$ cat src/design/pmrpw_pkg.sv
// Constants for the power monitor result, peak-hold and warning register bank.
// Assumes 16-bit registers addressed by an 8-bit pointer from the serial bus engine.
package pmrpw_pkg;
  // ----------------------------------------------------------------
  // Register pointers
  // ----------------------------------------------------------------
  localparam logic [7:0] ADDR_POWER_RESULT   = 8'h05;
  localparam logic [7:0] ADDR_CURRENT_RESULT = 8'h06;
  localparam logic [7:0] ADDR_SHUNT_POS_PEAK = 8'h07;
  localparam logic [7:0] ADDR_SHUNT_NEG_PEAK = 8'h08;
  localparam logic [7:0] ADDR_BUS_MAX_PEAK   = 8'h09;
  localparam logic [7:0] ADDR_BUS_MIN_PEAK   = 8'h0A;
  localparam logic [7:0] ADDR_POWER_PEAK     = 8'h0B;
  localparam logic [7:0] ADDR_SHUNT_POS_WARN = 8'h0C;
  localparam logic [7:0] ADDR_SHUNT_NEG_WARN = 8'h0D;
  localparam logic [7:0] ADDR_POWER_WARN     = 8'h0E;
  localparam logic [7:0] ADDR_BUS_HIGH_WARN  = 8'h0F;
  localparam logic [7:0] ADDR_BUS_LOW_WARN   = 8'h10;
  localparam logic [7:0] ADDR_CRIT_NEG       = 8'h15;
  localparam logic [7:0] ADDR_CALIBRATION    = 8'h16;
  // ----------------------------------------------------------------
  // Field layout
  // ----------------------------------------------------------------
  localparam int PEAK_CLEAR_POS   = 0;
  localparam int WARN_LATCH_POS   = 0;
  localparam int WARN_POL_POS     = 1;
  localparam int BUS_FIELD_LSB    = 3;
  localparam int WARN_DELAY_MSB   = 3;
  localparam logic [15:0] BUS_FIELD_MASK = 16'hFFF8;
  localparam logic [15:0] CAL_MASK       = 16'hFFFE;
  localparam logic [15:0] BUS_CFG_MASK   = 16'hFFFB;
  // ----------------------------------------------------------------
  // Power-on values
  // ----------------------------------------------------------------
  localparam logic [15:0] SHUNT_POS_PEAK_POR = 16'h8000;
  localparam logic [15:0] SHUNT_NEG_PEAK_POR = 16'h7FFF;
  localparam logic [15:0] BUS_MAX_PEAK_POR   = 16'h0000;
  localparam logic [15:0] BUS_MIN_PEAK_POR   = 16'hFFF8;
  localparam logic [15:0] POWER_PEAK_POR     = 16'h0000;
  localparam logic [15:0] LIMIT_POR          = 16'h0000;
  // ----------------------------------------------------------------
  // Arithmetic and timing
  // ----------------------------------------------------------------
  localparam int          CURRENT_SHIFT = 12;
  localparam logic [29:0] POWER_DIVISOR = 30'h0001388;
  localparam int          CLK_MHZ       = 125;
  localparam int          WARN_STEP_MS  = 100;
  localparam int          WARN_STEP_CYCLES = WARN_STEP_MS * CLK_MHZ * 1000;
endpackage : pmrpw_pkg

$ cat src/design/pmrpw_bank.sv
// Result, peak-hold and warning-limit register bank of a current and power monitor.
// Assumes the serial bus engine and conversion front end run on clk.
`timescale 1ns/1ps
`default_nettype none
module pmrpw_bank
  import pmrpw_pkg::*;
#(
  parameter int WARN_TICK_CYCLES = WARN_STEP_CYCLES
) (
  // Clock, reset, enable
  input  wire logic        clk,
  input  wire logic        rst_n,
  input  wire logic        ce,
  // Conversion results
  input  wire logic        result_valid,
  input  wire logic [15:0] shunt_result,
  input  wire logic [15:0] bus_result,
  // Register port from the serial bus engine
  input  wire logic [7:0]  reg_addr,
  input  wire logic        reg_wr_en,
  input  wire logic [15:0] reg_wr_data,
  input  wire logic        reg_rd_en,
  output logic [15:0]      reg_rd_data,
  // Warning control and status
  input  wire logic        warn_output_enable,
  input  wire logic        flag_clear,
  output logic             shunt_high_warn_flag,
  output logic             shunt_low_warn_flag,
  output logic             power_warn_flag,
  output logic             bus_high_warn_flag,
  output logic             bus_low_warn_flag,
  // Open-collector warning pin
  output logic             warn_pin_out,
  output logic             warn_pin_oe
);
  if (WARN_TICK_CYCLES < 1) begin : g_tick_check
    $error("WARN_TICK_CYCLES must be at least one");
  end

  // ----------------------------------------------------------------
  // Arithmetic
  // ----------------------------------------------------------------
  function automatic logic [15:0] calc_current(input logic [15:0] shunt,
                                               input logic [15:0] cal);
    logic signed [32:0] prod;
    logic signed [32:0] quot;
    prod = $signed({{17{shunt[15]}}, shunt}) * $signed({17'h0, cal & CAL_MASK});
    quot = prod >>> CURRENT_SHIFT;
    // Saturate rather than wrap so the sign never flips on overflow
    if (quot > 33'sd32767) begin
      calc_current = 16'h7FFF;
    end else if (quot < -33'sd32768) begin
      calc_current = 16'h8000;
    end else begin
      calc_current = quot[15:0];
    end
  endfunction : calc_current

  function automatic logic [15:0] calc_power(input logic [15:0] cur,
                                             input logic [15:0] bus);
    logic [16:0] mag;
    logic [29:0] prod;
    logic [29:0] quot;
    mag  = cur[15] ? (17'h0 - {cur[15], cur}) : {1'b0, cur};
    prod = 30'(mag) * 30'(bus[15:BUS_FIELD_LSB]);
    quot = prod / POWER_DIVISOR;
    calc_power = (quot > 30'h0000FFFF) ? 16'hFFFF : quot[15:0];
  endfunction : calc_power

  // ----------------------------------------------------------------
  // Reset release
  // ----------------------------------------------------------------
  logic rst_meta_reg, rst_sync_reg, rst_s_n;
  always_ff @(posedge clk or negedge rst_n) begin
    if (!rst_n) begin
      rst_meta_reg <= 1'b0;
      rst_sync_reg <= 1'b0;
    end else begin
      rst_meta_reg <= 1'b1;
      rst_sync_reg <= rst_meta_reg;
    end
  end
  assign rst_s_n = rst_sync_reg;

  // ----------------------------------------------------------------
  // Registers and pipeline state
  // ----------------------------------------------------------------
  logic [15:0] power_reg, power_next;
  logic [15:0] current_reg, current_next;
  logic [15:0] smx_reg, smx_next;
  logic [15:0] smn_reg, smn_next;
  logic [15:0] bmax_reg, bmax_next;
  logic [15:0] bmin_reg, bmin_next;
  logic [15:0] pmx_reg, pmx_next;
  logic [15:0] lsh_reg, lsh_next;
  logic [15:0] lsl_reg, lsl_next;
  logic [15:0] lpr_reg, lpr_next;
  logic [15:0] lbh_reg, lbh_next;
  logic [15:0] lbl_reg, lbl_next;
  logic [15:0] crit_reg, crit_next;
  logic [15:0] cal_reg, cal_next;
  logic [15:0] rd_reg, rd_next;
  logic [15:0] sh1_reg, sh1_next, sh2_reg, sh2_next;
  logic [15:0] bu1_reg, bu1_next, bu2_reg, bu2_next;
  logic        v1_reg, v1_next, v2_reg, v2_next;
  logic [4:0]  flag_reg, flag_next;
  logic [4:0]  cmp_reg, cmp_next;
  logic [4:0]  hit;
  logic        wr_smx, wr_smn, wr_bmax, wr_bmin, wr_pmx;

  // Peak clears fire only on a write with the clear bit set
  always_comb begin
    wr_smx  = reg_wr_en && reg_addr == ADDR_SHUNT_POS_PEAK && reg_wr_data[PEAK_CLEAR_POS];
    wr_smn  = reg_wr_en && reg_addr == ADDR_SHUNT_NEG_PEAK && reg_wr_data[PEAK_CLEAR_POS];
    wr_bmax = reg_wr_en && reg_addr == ADDR_BUS_MAX_PEAK && reg_wr_data[PEAK_CLEAR_POS];
    wr_bmin = reg_wr_en && reg_addr == ADDR_BUS_MIN_PEAK && reg_wr_data[PEAK_CLEAR_POS];
    wr_pmx  = reg_wr_en && reg_addr == ADDR_POWER_PEAK && reg_wr_data[PEAK_CLEAR_POS];
  end

  // ----------------------------------------------------------------
  // Next-state
  // ----------------------------------------------------------------
  always_comb begin
    v1_next      = result_valid;
    v2_next      = v1_reg;
    sh1_next     = result_valid ? shunt_result : sh1_reg;
    bu1_next     = result_valid ? (bus_result & BUS_FIELD_MASK) : bu1_reg;
    current_next = result_valid ? calc_current(shunt_result, cal_reg) : current_reg;
    sh2_next     = v1_reg ? sh1_reg : sh2_reg;
    bu2_next     = v1_reg ? bu1_reg : bu2_reg;
    power_next   = v1_reg ? calc_power(current_reg, bu1_reg) : power_reg;

    // Clear first, then let a same-cycle result overtake the restored value
    smx_next  = wr_smx ? SHUNT_POS_PEAK_POR : smx_reg;
    smn_next  = wr_smn ? SHUNT_NEG_PEAK_POR : smn_reg;
    bmax_next = wr_bmax ? BUS_MAX_PEAK_POR : bmax_reg;
    bmin_next = wr_bmin ? BUS_MIN_PEAK_POR : bmin_reg;
    pmx_next  = wr_pmx ? POWER_PEAK_POR : pmx_reg;
    if (v2_reg) begin
      if ($signed(sh2_reg) > $signed(smx_next)) smx_next = sh2_reg;
      if ($signed(sh2_reg) < $signed(smn_next)) smn_next = sh2_reg;
      if (bu2_reg > bmax_next) bmax_next = bu2_reg;
      if (bu2_reg < bmin_next) bmin_next = bu2_reg;
      if (power_reg > pmx_next) pmx_next = power_reg;
    end

    lsh_next  = lsh_reg;
    lsl_next  = lsl_reg;
    lpr_next  = lpr_reg;
    lbh_next  = lbh_reg;
    lbl_next  = lbl_reg;
    crit_next = crit_reg;
    cal_next  = cal_reg;
    if (reg_wr_en) begin
      unique case (reg_addr)
        ADDR_SHUNT_POS_WARN: lsh_next = reg_wr_data;
        ADDR_SHUNT_NEG_WARN: lsl_next = reg_wr_data;
        ADDR_POWER_WARN:     lpr_next = reg_wr_data;
        ADDR_BUS_HIGH_WARN:  lbh_next = reg_wr_data & BUS_CFG_MASK;
        ADDR_BUS_LOW_WARN:   lbl_next = reg_wr_data & BUS_FIELD_MASK;
        ADDR_CRIT_NEG:       crit_next = reg_wr_data;
        ADDR_CALIBRATION:    cal_next = reg_wr_data;
        default: ;
      endcase
    end

    // Order: shunt high, shunt low, power, bus high, bus low
    hit[0] = $signed(sh2_reg) > $signed(lsh_reg);
    hit[1] = $signed(sh2_reg) < $signed(lsl_reg);
    hit[2] = power_reg > lpr_reg;
    hit[3] = bu2_reg > (lbh_reg & BUS_FIELD_MASK);
    hit[4] = bu2_reg < lbl_reg;
    cmp_next = v2_reg ? hit : cmp_reg;
    // A new hit in the clearing cycle survives the clear
    flag_next = (flag_clear ? 5'h00 : flag_reg) | (v2_reg ? hit : 5'h00);

    rd_next = rd_reg;
    if (reg_rd_en) begin
      unique case (reg_addr)
        ADDR_POWER_RESULT:   rd_next = power_reg;
        ADDR_CURRENT_RESULT: rd_next = current_reg;
        ADDR_SHUNT_POS_PEAK: rd_next = smx_reg;
        ADDR_SHUNT_NEG_PEAK: rd_next = smn_reg;
        ADDR_BUS_MAX_PEAK:   rd_next = bmax_reg;
        ADDR_BUS_MIN_PEAK:   rd_next = bmin_reg;
        ADDR_POWER_PEAK:     rd_next = pmx_reg;
        ADDR_SHUNT_POS_WARN: rd_next = lsh_reg;
        ADDR_SHUNT_NEG_WARN: rd_next = lsl_reg;
        ADDR_POWER_WARN:     rd_next = lpr_reg;
        ADDR_BUS_HIGH_WARN:  rd_next = lbh_reg;
        ADDR_BUS_LOW_WARN:   rd_next = lbl_reg;
        ADDR_CRIT_NEG:       rd_next = crit_reg;
        ADDR_CALIBRATION:    rd_next = cal_reg;
        default:             rd_next = 16'h0000;
      endcase
    end
  end

  always_ff @(posedge clk or negedge rst_s_n) begin
    if (!rst_s_n) begin
      v1_reg      <= 1'b0;
      v2_reg      <= 1'b0;
      sh1_reg     <= 16'h0000;
      sh2_reg     <= 16'h0000;
      bu1_reg     <= 16'h0000;
      bu2_reg     <= 16'h0000;
      current_reg <= 16'h0000;
      power_reg   <= 16'h0000;
      smx_reg     <= SHUNT_POS_PEAK_POR;
      smn_reg     <= SHUNT_NEG_PEAK_POR;
      bmax_reg    <= BUS_MAX_PEAK_POR;
      bmin_reg    <= BUS_MIN_PEAK_POR;
      pmx_reg     <= POWER_PEAK_POR;
      lsh_reg     <= LIMIT_POR;
      lsl_reg     <= LIMIT_POR;
      lpr_reg     <= LIMIT_POR;
      lbh_reg     <= LIMIT_POR;
      lbl_reg     <= LIMIT_POR;
      crit_reg    <= LIMIT_POR;
      cal_reg     <= LIMIT_POR;
      cmp_reg     <= 5'h00;
      flag_reg    <= 5'h00;
      rd_reg      <= 16'h0000;
    end else if (ce) begin
      v1_reg      <= v1_next;
      v2_reg      <= v2_next;
      sh1_reg     <= sh1_next;
      sh2_reg     <= sh2_next;
      bu1_reg     <= bu1_next;
      bu2_reg     <= bu2_next;
      current_reg <= current_next;
      power_reg   <= power_next;
      smx_reg     <= smx_next;
      smn_reg     <= smn_next;
      bmax_reg    <= bmax_next;
      bmin_reg    <= bmin_next;
      pmx_reg     <= pmx_next;
      lsh_reg     <= lsh_next;
      lsl_reg     <= lsl_next;
      lpr_reg     <= lpr_next;
      lbh_reg     <= lbh_next;
      lbl_reg     <= lbl_next;
      crit_reg    <= crit_next;
      cal_reg     <= cal_next;
      cmp_reg     <= cmp_next;
      flag_reg    <= flag_next;
      rd_reg      <= rd_next;
    end
  end

  assign reg_rd_data          = rd_reg;
  assign shunt_high_warn_flag = flag_reg[0];
  assign shunt_low_warn_flag  = flag_reg[1];
  assign power_warn_flag      = flag_reg[2];
  assign bus_high_warn_flag   = flag_reg[3];
  assign bus_low_warn_flag    = flag_reg[4];

  // ----------------------------------------------------------------
  // Warning pin
  // ----------------------------------------------------------------
  // Enable gates only the pin; the flags record regardless
  pmrpw_warn_pin #(
    .TICK_CYCLES (WARN_TICK_CYCLES)
  ) pmrpw_warn_pin_inst (
    .clk         (clk),
    .rst_n       (rst_s_n),
    .ce          (ce),
    .cond        (warn_output_enable && (|cmp_reg)),
    .delay_code  (crit_reg[WARN_DELAY_MSB:0]),
    .latch_en    (lbh_reg[WARN_LATCH_POS]),
    .polarity    (lbh_reg[WARN_POL_POS]),
    .latch_clear (flag_clear),
    .warn_active (),
    .pin_out     (warn_pin_out),
    .pin_oe      (warn_pin_oe)
  );
endmodule : pmrpw_bank
`default_nettype wire

$ cat src/design/pmrpw_warn_pin.sv
// Warning pin stage: delay, latch and polarity for the open-collector warning output.
// Assumes a synchronous reset copy and a condition sampled on clk.
`timescale 1ns/1ps
`default_nettype none
module pmrpw_warn_pin
  import pmrpw_pkg::*;
#(
  parameter int TICK_CYCLES = WARN_STEP_CYCLES
) (
  // Clock, reset and enable
  input  wire logic       clk,
  input  wire logic       rst_n,
  input  wire logic       ce,
  // Control
  input  wire logic       cond,
  input  wire logic [3:0] delay_code,
  input  wire logic       latch_en,
  input  wire logic       polarity,
  input  wire logic       latch_clear,
  // Pin side
  output logic            warn_active,
  output logic            pin_out,
  output logic            pin_oe
);
  if (TICK_CYCLES < 1) begin : g_tick_check
    $error("TICK_CYCLES must be at least one");
  end

  logic [31:0] tick_reg, tick_next;
  logic [3:0]  step_reg, step_next;
  logic        act_reg, act_next;
  logic        oe_reg, oe_next;
  logic        timed_out;

  // ----------------------------------------------------------------
  // Delay, latch, polarity
  // ----------------------------------------------------------------
  // Condition must hold for the whole delay; a dropout restarts it
  always_comb begin
    tick_next = tick_reg;
    step_next = step_reg;
    timed_out = cond && (step_reg == delay_code);
    if (!cond) begin
      tick_next = '0;
      step_next = '0;
    end else if (!timed_out) begin
      if (tick_reg == 32'(TICK_CYCLES - 1)) begin
        tick_next = '0;
        step_next = step_reg + 4'h1;
      end else begin
        tick_next = tick_reg + 32'h1;
      end
    end
    if (latch_en) begin
      act_next = timed_out || (act_reg && !latch_clear);
    end else begin
      act_next = timed_out;
    end
    // Low-active pulls the pin down when asserted; high-active releases it
    oe_next = act_next ^ polarity;
  end

  always_ff @(posedge clk or negedge rst_n) begin
    if (!rst_n) begin
      tick_reg <= '0;
      step_reg <= '0;
      act_reg  <= 1'b0;
      oe_reg   <= 1'b0;
    end else if (ce) begin
      tick_reg <= tick_next;
      step_reg <= step_next;
      act_reg  <= act_next;
      oe_reg   <= oe_next;
    end
  end

  assign warn_active = act_reg;
  assign pin_out     = 1'b0;
  assign pin_oe      = oe_reg;
endmodule : pmrpw_warn_pin
`default_nettype wire

$ cat config.mk
export PLATFORM = sky130hd
export DESIGN_NAME = pmrpw_bank
export DESIGN_NICKNAME = d
export VERILOG_FILES = /design/src/design/pmrpw_pkg.sv /design/src/design/pmrpw_bank.sv /design/src/design/pmrpw_warn_pin.sv
export SDC_FILE = /design/constraint.sdc
export NUM_CORES = 2
export LEC_CHECK = 0
export BUFFER_PORTS_ARGS = -buffer_cell sky130_fd_sc_hd__buf_4
export CAP_MARGIN = 20
export CORE_ASPECT_RATIO = 1.4
export CORE_MARGIN = 4
export CORE_UTILIZATION = 43
export DETAILED_ROUTE_END_ITERATION = 10
export HOLD_SLACK_MARGIN = 0.02
export SLEW_MARGIN = 40
export SYNTH_ARGS = -nofsm -noshare
export SYNTH_HDL_FRONTEND = slang
export SYNTH_SLANG_ARGS = --single-unit
$ cat constraint.sdc
create_clock -name clk -period 20 [get_ports clk]
set_clock_uncertainty 0.05 [all_clocks]
set_input_delay 3 -clock clk [delete_from_list [all_inputs] [get_ports clk]]
set_output_delay 3 -clock clk [all_outputs]
set_load 0.01 [all_outputs]
* Word level (Yosys, flattened, before mapping)
Cells that the tools add are included.
** Storage, ports and cells
- Flip-flop bits (word level) :: 346
- Input bits :: 64
- Output and inout port bits :: 23
** Cells by class
- Add/sub/neg operators :: 3
- Multiply operators :: 2
- Divide/modulo/power cells :: 1
- Order comparisons :: 13
- Equal/unequal tests :: 18
- Mux-type cells :: 29
- Bitwise logic cells :: 2
- Reductions and logical operators :: 29
** Operators by type and width (count)
- $mux 16 :: 18
- $pmux 16 s14 :: 1
- $gt 16x16->1 :: 6
- $mux 32 :: 3
- $eq 8x4->1 const B :: 8
- $lt 16x16->1 :: 4
- $add 32x1->32 const B :: 1
- $eq 32x24->1 const B :: 1
- $mul 16x16->32 :: 1
- $div 30x13->30 const B :: 1
- $gt 30x16->1 const B :: 1
- $mul 17x13->30 :: 1
- $eq 8x3->1 const B :: 3
- $eq 8x5->1 const B :: 3
- $reduce_and 3->1 :: 8
- $gt 21x16->1 const B :: 1
- $lt 21x16->1 const B :: 1
- $mux 17 :: 1
- $sub 1x16->17 const A :: 1
- $logic_and 1x1->1 :: 13
- $mux 4 :: 3
- $mux 5 :: 2
- $reduce_and 2->1 :: 5
- $or 5x5->5 :: 1
- other kinds (8) :: 9

* Longest topological paths before layout
- Depth after elaboration :: 7
- Depth in mapped cells :: 92
- Gate-level depth less buffers :: 78

* Cells and area by module
Synthesis repeated with hierarchy kept, for this count alone.
** Unflattened totals
- Cell total of the unflattened synthesis :: 4866
- Area, all modules :: 43020.0 um^2
** By module, submodules not included
- pmrpw_bank :: times used 1, cells each 4603, area an instance 40672.8 um^2, sequential area each 7743.7 um^2
- pmrpw_warn_pin :: times used 1, cells each 263, area an instance 2347.3 um^2, sequential area each 950.9 um^2

* Least setup slack after synthesis
No wires, ideal clock.
- Kind :: register -> register
- Start point :: register current_reg[2]
- End point :: register power_reg[0]
- Library setup time :: 0.086 ns
- Data arrival time :: 20.853 ns
- Slack :: -0.989 ns
- Cell stages (with the launch flop) :: 87
- Buffers on the path :: 10
- Period minus slack after synthesis :: 20.989 ns
- Path through :: dfrtp_1 -> or3_1 -> nor3_1 -> nand3b_1 -> or4_1 -> o21ai_0 -> xnor2_1 -> clkbuf_1 -> and2_1 -> fa_1 -> inv_1 -> fa_1 -> inv_1 -> fa_1 -> fa_1 -> inv_1 -> fa_1 -> inv_1 -> [51 not listed] -> a222oi_1 -> mux2i_1 -> a21oi_2 -> o21ai_2 -> nor2_1 -> mux2_2 -> o31a_1 -> o21a_1 -> buf_4 -> or3_1 -> a31oi_1 -> o211ai_1 -> nand3_2 -> a21oi_2 -> or3_1 -> a221oi_1 -> o22ai_1 -> a32oi_1
** Between the ends
- Word-level cells in the longest chain between the ends :: 6
** Ends and longest elaborated chain
- start, declared :: line pmrpw_bank.sv:89 : logic [15:0] current_reg, current_next;
- start signal, assigned :: line pmrpw_bank.sv:231 : current_reg <= current_next;
- $sub 1x16->17 :: line pmrpw_bank.sv:64 : mag = cur[15] ? (17'h0 - {cur[15], cur}) : {1'b0, cur};
- $mux 17 (*) :: line pmrpw_bank.sv:64
- $mul 17x13->30 (*) :: line pmrpw_bank.sv:65 : prod = 30'(mag) * 30'(bus[15:BUS_FIELD_LSB]);
- $div 30x13->30 (*) :: line pmrpw_bank.sv:66 : quot = prod / POWER_DIVISOR;
- $gt 30x16->1 :: line pmrpw_bank.sv:67 : calc_power = (quot > 30'h0000FFFF) ? 16'hFFFF : quot[15:0];
- $mux 16 (*) :: line pmrpw_bank.sv:67
- end signal, assigned :: line pmrpw_bank.sv:232 : power_reg <= power_next;
- end, declared :: line pmrpw_bank.sv:88 : logic [15:0] power_reg, power_next;
Mark *: on every way between the ends. The rest lies on a longest branch, timed or not.
A chain may end at the register's enable or synchronous reset.

* Worst setup path after layout
- Start point :: register current_reg[4]
- End point :: register power_reg[0]
Same word-level chain as after synthesis.

==> metrics.yaml <==
critPathLaunch: "current_reg[4]"
seq_area_frac_synth: 0.206
grt_usage: 0.262
ys.flop_type: "dfrtp_1"
overflow: 0
grt_first_pass_wirelength_um: 217000
fin_nets: 6303
die_h_um: 379
yosysTopAreaCellShare: 0.194
fin_ws_ns: -0.848
synth_most_common_cell: "nand2_1"
ys_ff_latch: 346
synth_area_sq_um: 42300
cts.sinks: 346
path_clk_slew_ns: 0.06
drv_cap: 0
num_rows: 135
yosys.area_share.adder: 0.285
synthSimpleGateAreaFrac: 0.188
dieArea_sq_um: 103000
clk_latency_ns: 0.53
netlist_top_cells_area: "fa_1 (19%), dfrtp_1 (19%), ha_1 (8.9%)"
crit_path_top_delay_cell: "fa_1"
setup.worst_path.end: "power_reg[0]"
ff2ff_setup_slack_ns: -0.85
yosysUniqueCellTypes: 145
yosysWarnings: 0
finalSetupViolCount: 2
synth_xor_area_frac: 0.0418
drc: 0
rsz0062_at_grt: "true"
place.gp.congestion: 0.995
largest_reg_flops: 32
syn_inst: 4821
routed_via_density: 5.60
routed_wl_um: 137000
critical_path.top_delay_family: "compound AO/OA/AOI/OAI gates"
antenna_found_initial: 1
setup-tns-final_ns: -1.22
cts_buffers: 34
fmax_ghz: 0.0480
htreeDepth: 2
worst_setup_path_end_kind: "flip-flop"
yosysTopAreaCell: "fa_1"
synth_top_cells_by_count: "nand2_1 (692), inv_1 (556), fa_1 (410)"
tightestPinTransition_ns: 1.00
violations: "negative setup slack"
reg2reg_from: "current_reg[4]"
core_area_sq_um: 97100
grt_max_degree: 81
portBuffers: 82
ant_nets: 0
drtIter0Drc: 2583
startpoint_type: "flip-flop"
start_util: 0.435
cts_tree: "yes"
worstPathRequired_ns: 20.40
syn_avg_cell_area_sq_um: 8.77
r2r_end: "power_reg[0]"
synth_top_family_by_area: "adder cells"
root_buffer: "clkbuf_16"
cp_num_cells: 89
hold_viol: 0
worstSetupPathType: "flip-flop to flip-flop"
synthArstFlopShare: 1.00
die_x_um: 273
reg2reg_depth: 89
vias: 38400
synth_compound_area_frac: 0.177
cp_max_fo: 9
final_layout_size_suffix_gt1_frac: 0.247
worstPathArrival_ns: 21.25
cpPeakStageDelay_ns: 0.59
grt_pass1_vias: 39500
relSlewSlack: 0.329
muxShareOfSynthArea: 0.0314
hp-class: "flip-flop to flip-flop"
slew_violations: 0
synth-edff-count: 0
status: "finished, violations left"
drtPass1Iterations: 9
timing.critical_path.mode_cell: "buf_4"
period_share: 1.04
drt-wirelength-per-cell_um: 20.0
layout_min_cycle_time_ns: 20.85
io_pins: 87
hpwl_um: 108000
cts_buffer_depth: 3
syn_to_final_growth_pct: 24.5
path_buf_inv: 17
-- worst reg2reg max path, delay by kind of cell (launching register included) --
family	cells	cell delay, ns
multiplexers	1	0.19
buffers and inverters	17	2.58
AND/OR/NAND/NOR	21	4.82
XOR/XNOR	5	0.73
AO/OA/AOI/OAI	38	8.76
flip-flops	1	0.37
adder cells (fa/ha/maj)	7	3.24
-- cells in the final DEF (no fill, tap or decap), types with 51 or more instances in the layout --
master     n
xnor2_1  108
o21ai_0  189
nand2_1  687
nor2_1   246
and2_1   253
dfrtp_1  313
nor3_1    51
ha_1     290
a22o_1    55
nand3_1   76
fa_1     407
nand4_1   52
inv_1    554
buf_4    825
a21oi_1  175
mux2_2    71
-- per-stage QoR --
stage / hold slack [ns] / util / area (sq um) / worst slack (ns) / cells
final: 0.303 / 0.542 / 52700 / -0.848 / 6855
after floorplan: 0.281 / - / 42800 / -0.186 / 4834
after global routing: 0.310 / 0.542 / 52700 / -1.79 / 6853
after global placement: 0.291 / 0.510 / 49500 / -1.53 / 6714
after CTS: 0.308 / 0.530 / 51500 / -0.994 / 6808
after detailed placement: 0.289 / 0.511 / 49600 / -1.57 / 6715
-- how the worst min path moves through the flow --
stage | from | to | slack [ns] | depth (start not counted)
after global routing | rst_meta_reg | rst_s_n | 0.31 | 0
after detailed placement | rst_meta_reg | rst_s_n | 0.29 | 0
final | rst_meta_reg | rst_s_n | 0.30 | 0
after global placement | rst_meta_reg | rst_s_n | 0.29 | 0
after floorplan | rst_meta_reg | rst_s_n | 0.28 | 0
after CTS | rst_meta_reg | rst_s_n | 0.31 | 0
-- layer usage --
| layer | global-route usage | routed length [um] | vias up |
|---|---|---|---|
| li1 | - | - | 17800 |
| met1 | 0.299 | 50900 | 19100 |
| met2 | 0.485 | 71700 | 1062 |
| met3 | 0.0262 | 6410 | 410 |
| met4 | 0.134 | 8330 | 0 |
| met5 | 0 | 0 | - |
-- cell type report --
cell class | count | area (sq um)
antenna | 2 | 5.00
inverter | 557 | 2090
tap | 1301 | 1630
fill | 9049 | 44500
multi-input combinational | 3729 | 32400
sequential | 346 | 8700
timing repair buffer | 859 | 6730
clock inverter | 14 | 105
clock buffer | 47 | 993
-- kinds of logic (layout without fill, tap and decap cells) --
family                     count (synthesis)  count (layout)
AOI/OAI and AO/OA                       1035            1036
adders and majority gates                718             718
xor gates and xnor gates                 192             192
DFF                                      346             346
muxes                                    119             119
buffers and inverters                    760            1477
and+or+nand+nor                         1649            1649
other                                      2              17
-- what timing repair did --
item | 4_1_cts | 5_1_grt
setup endpoints to repair | 3 | 4
buffers inserted | 31 | 45
gates resized for setup | 94 | 164
pin swaps | 55 | 96
cloned | 1 | 1
hold buffers | 0 | 0
Power is left out: the tool's default activity adds up to more than one toggle a clock period on the data nets, which glitch-free logic cannot reach.
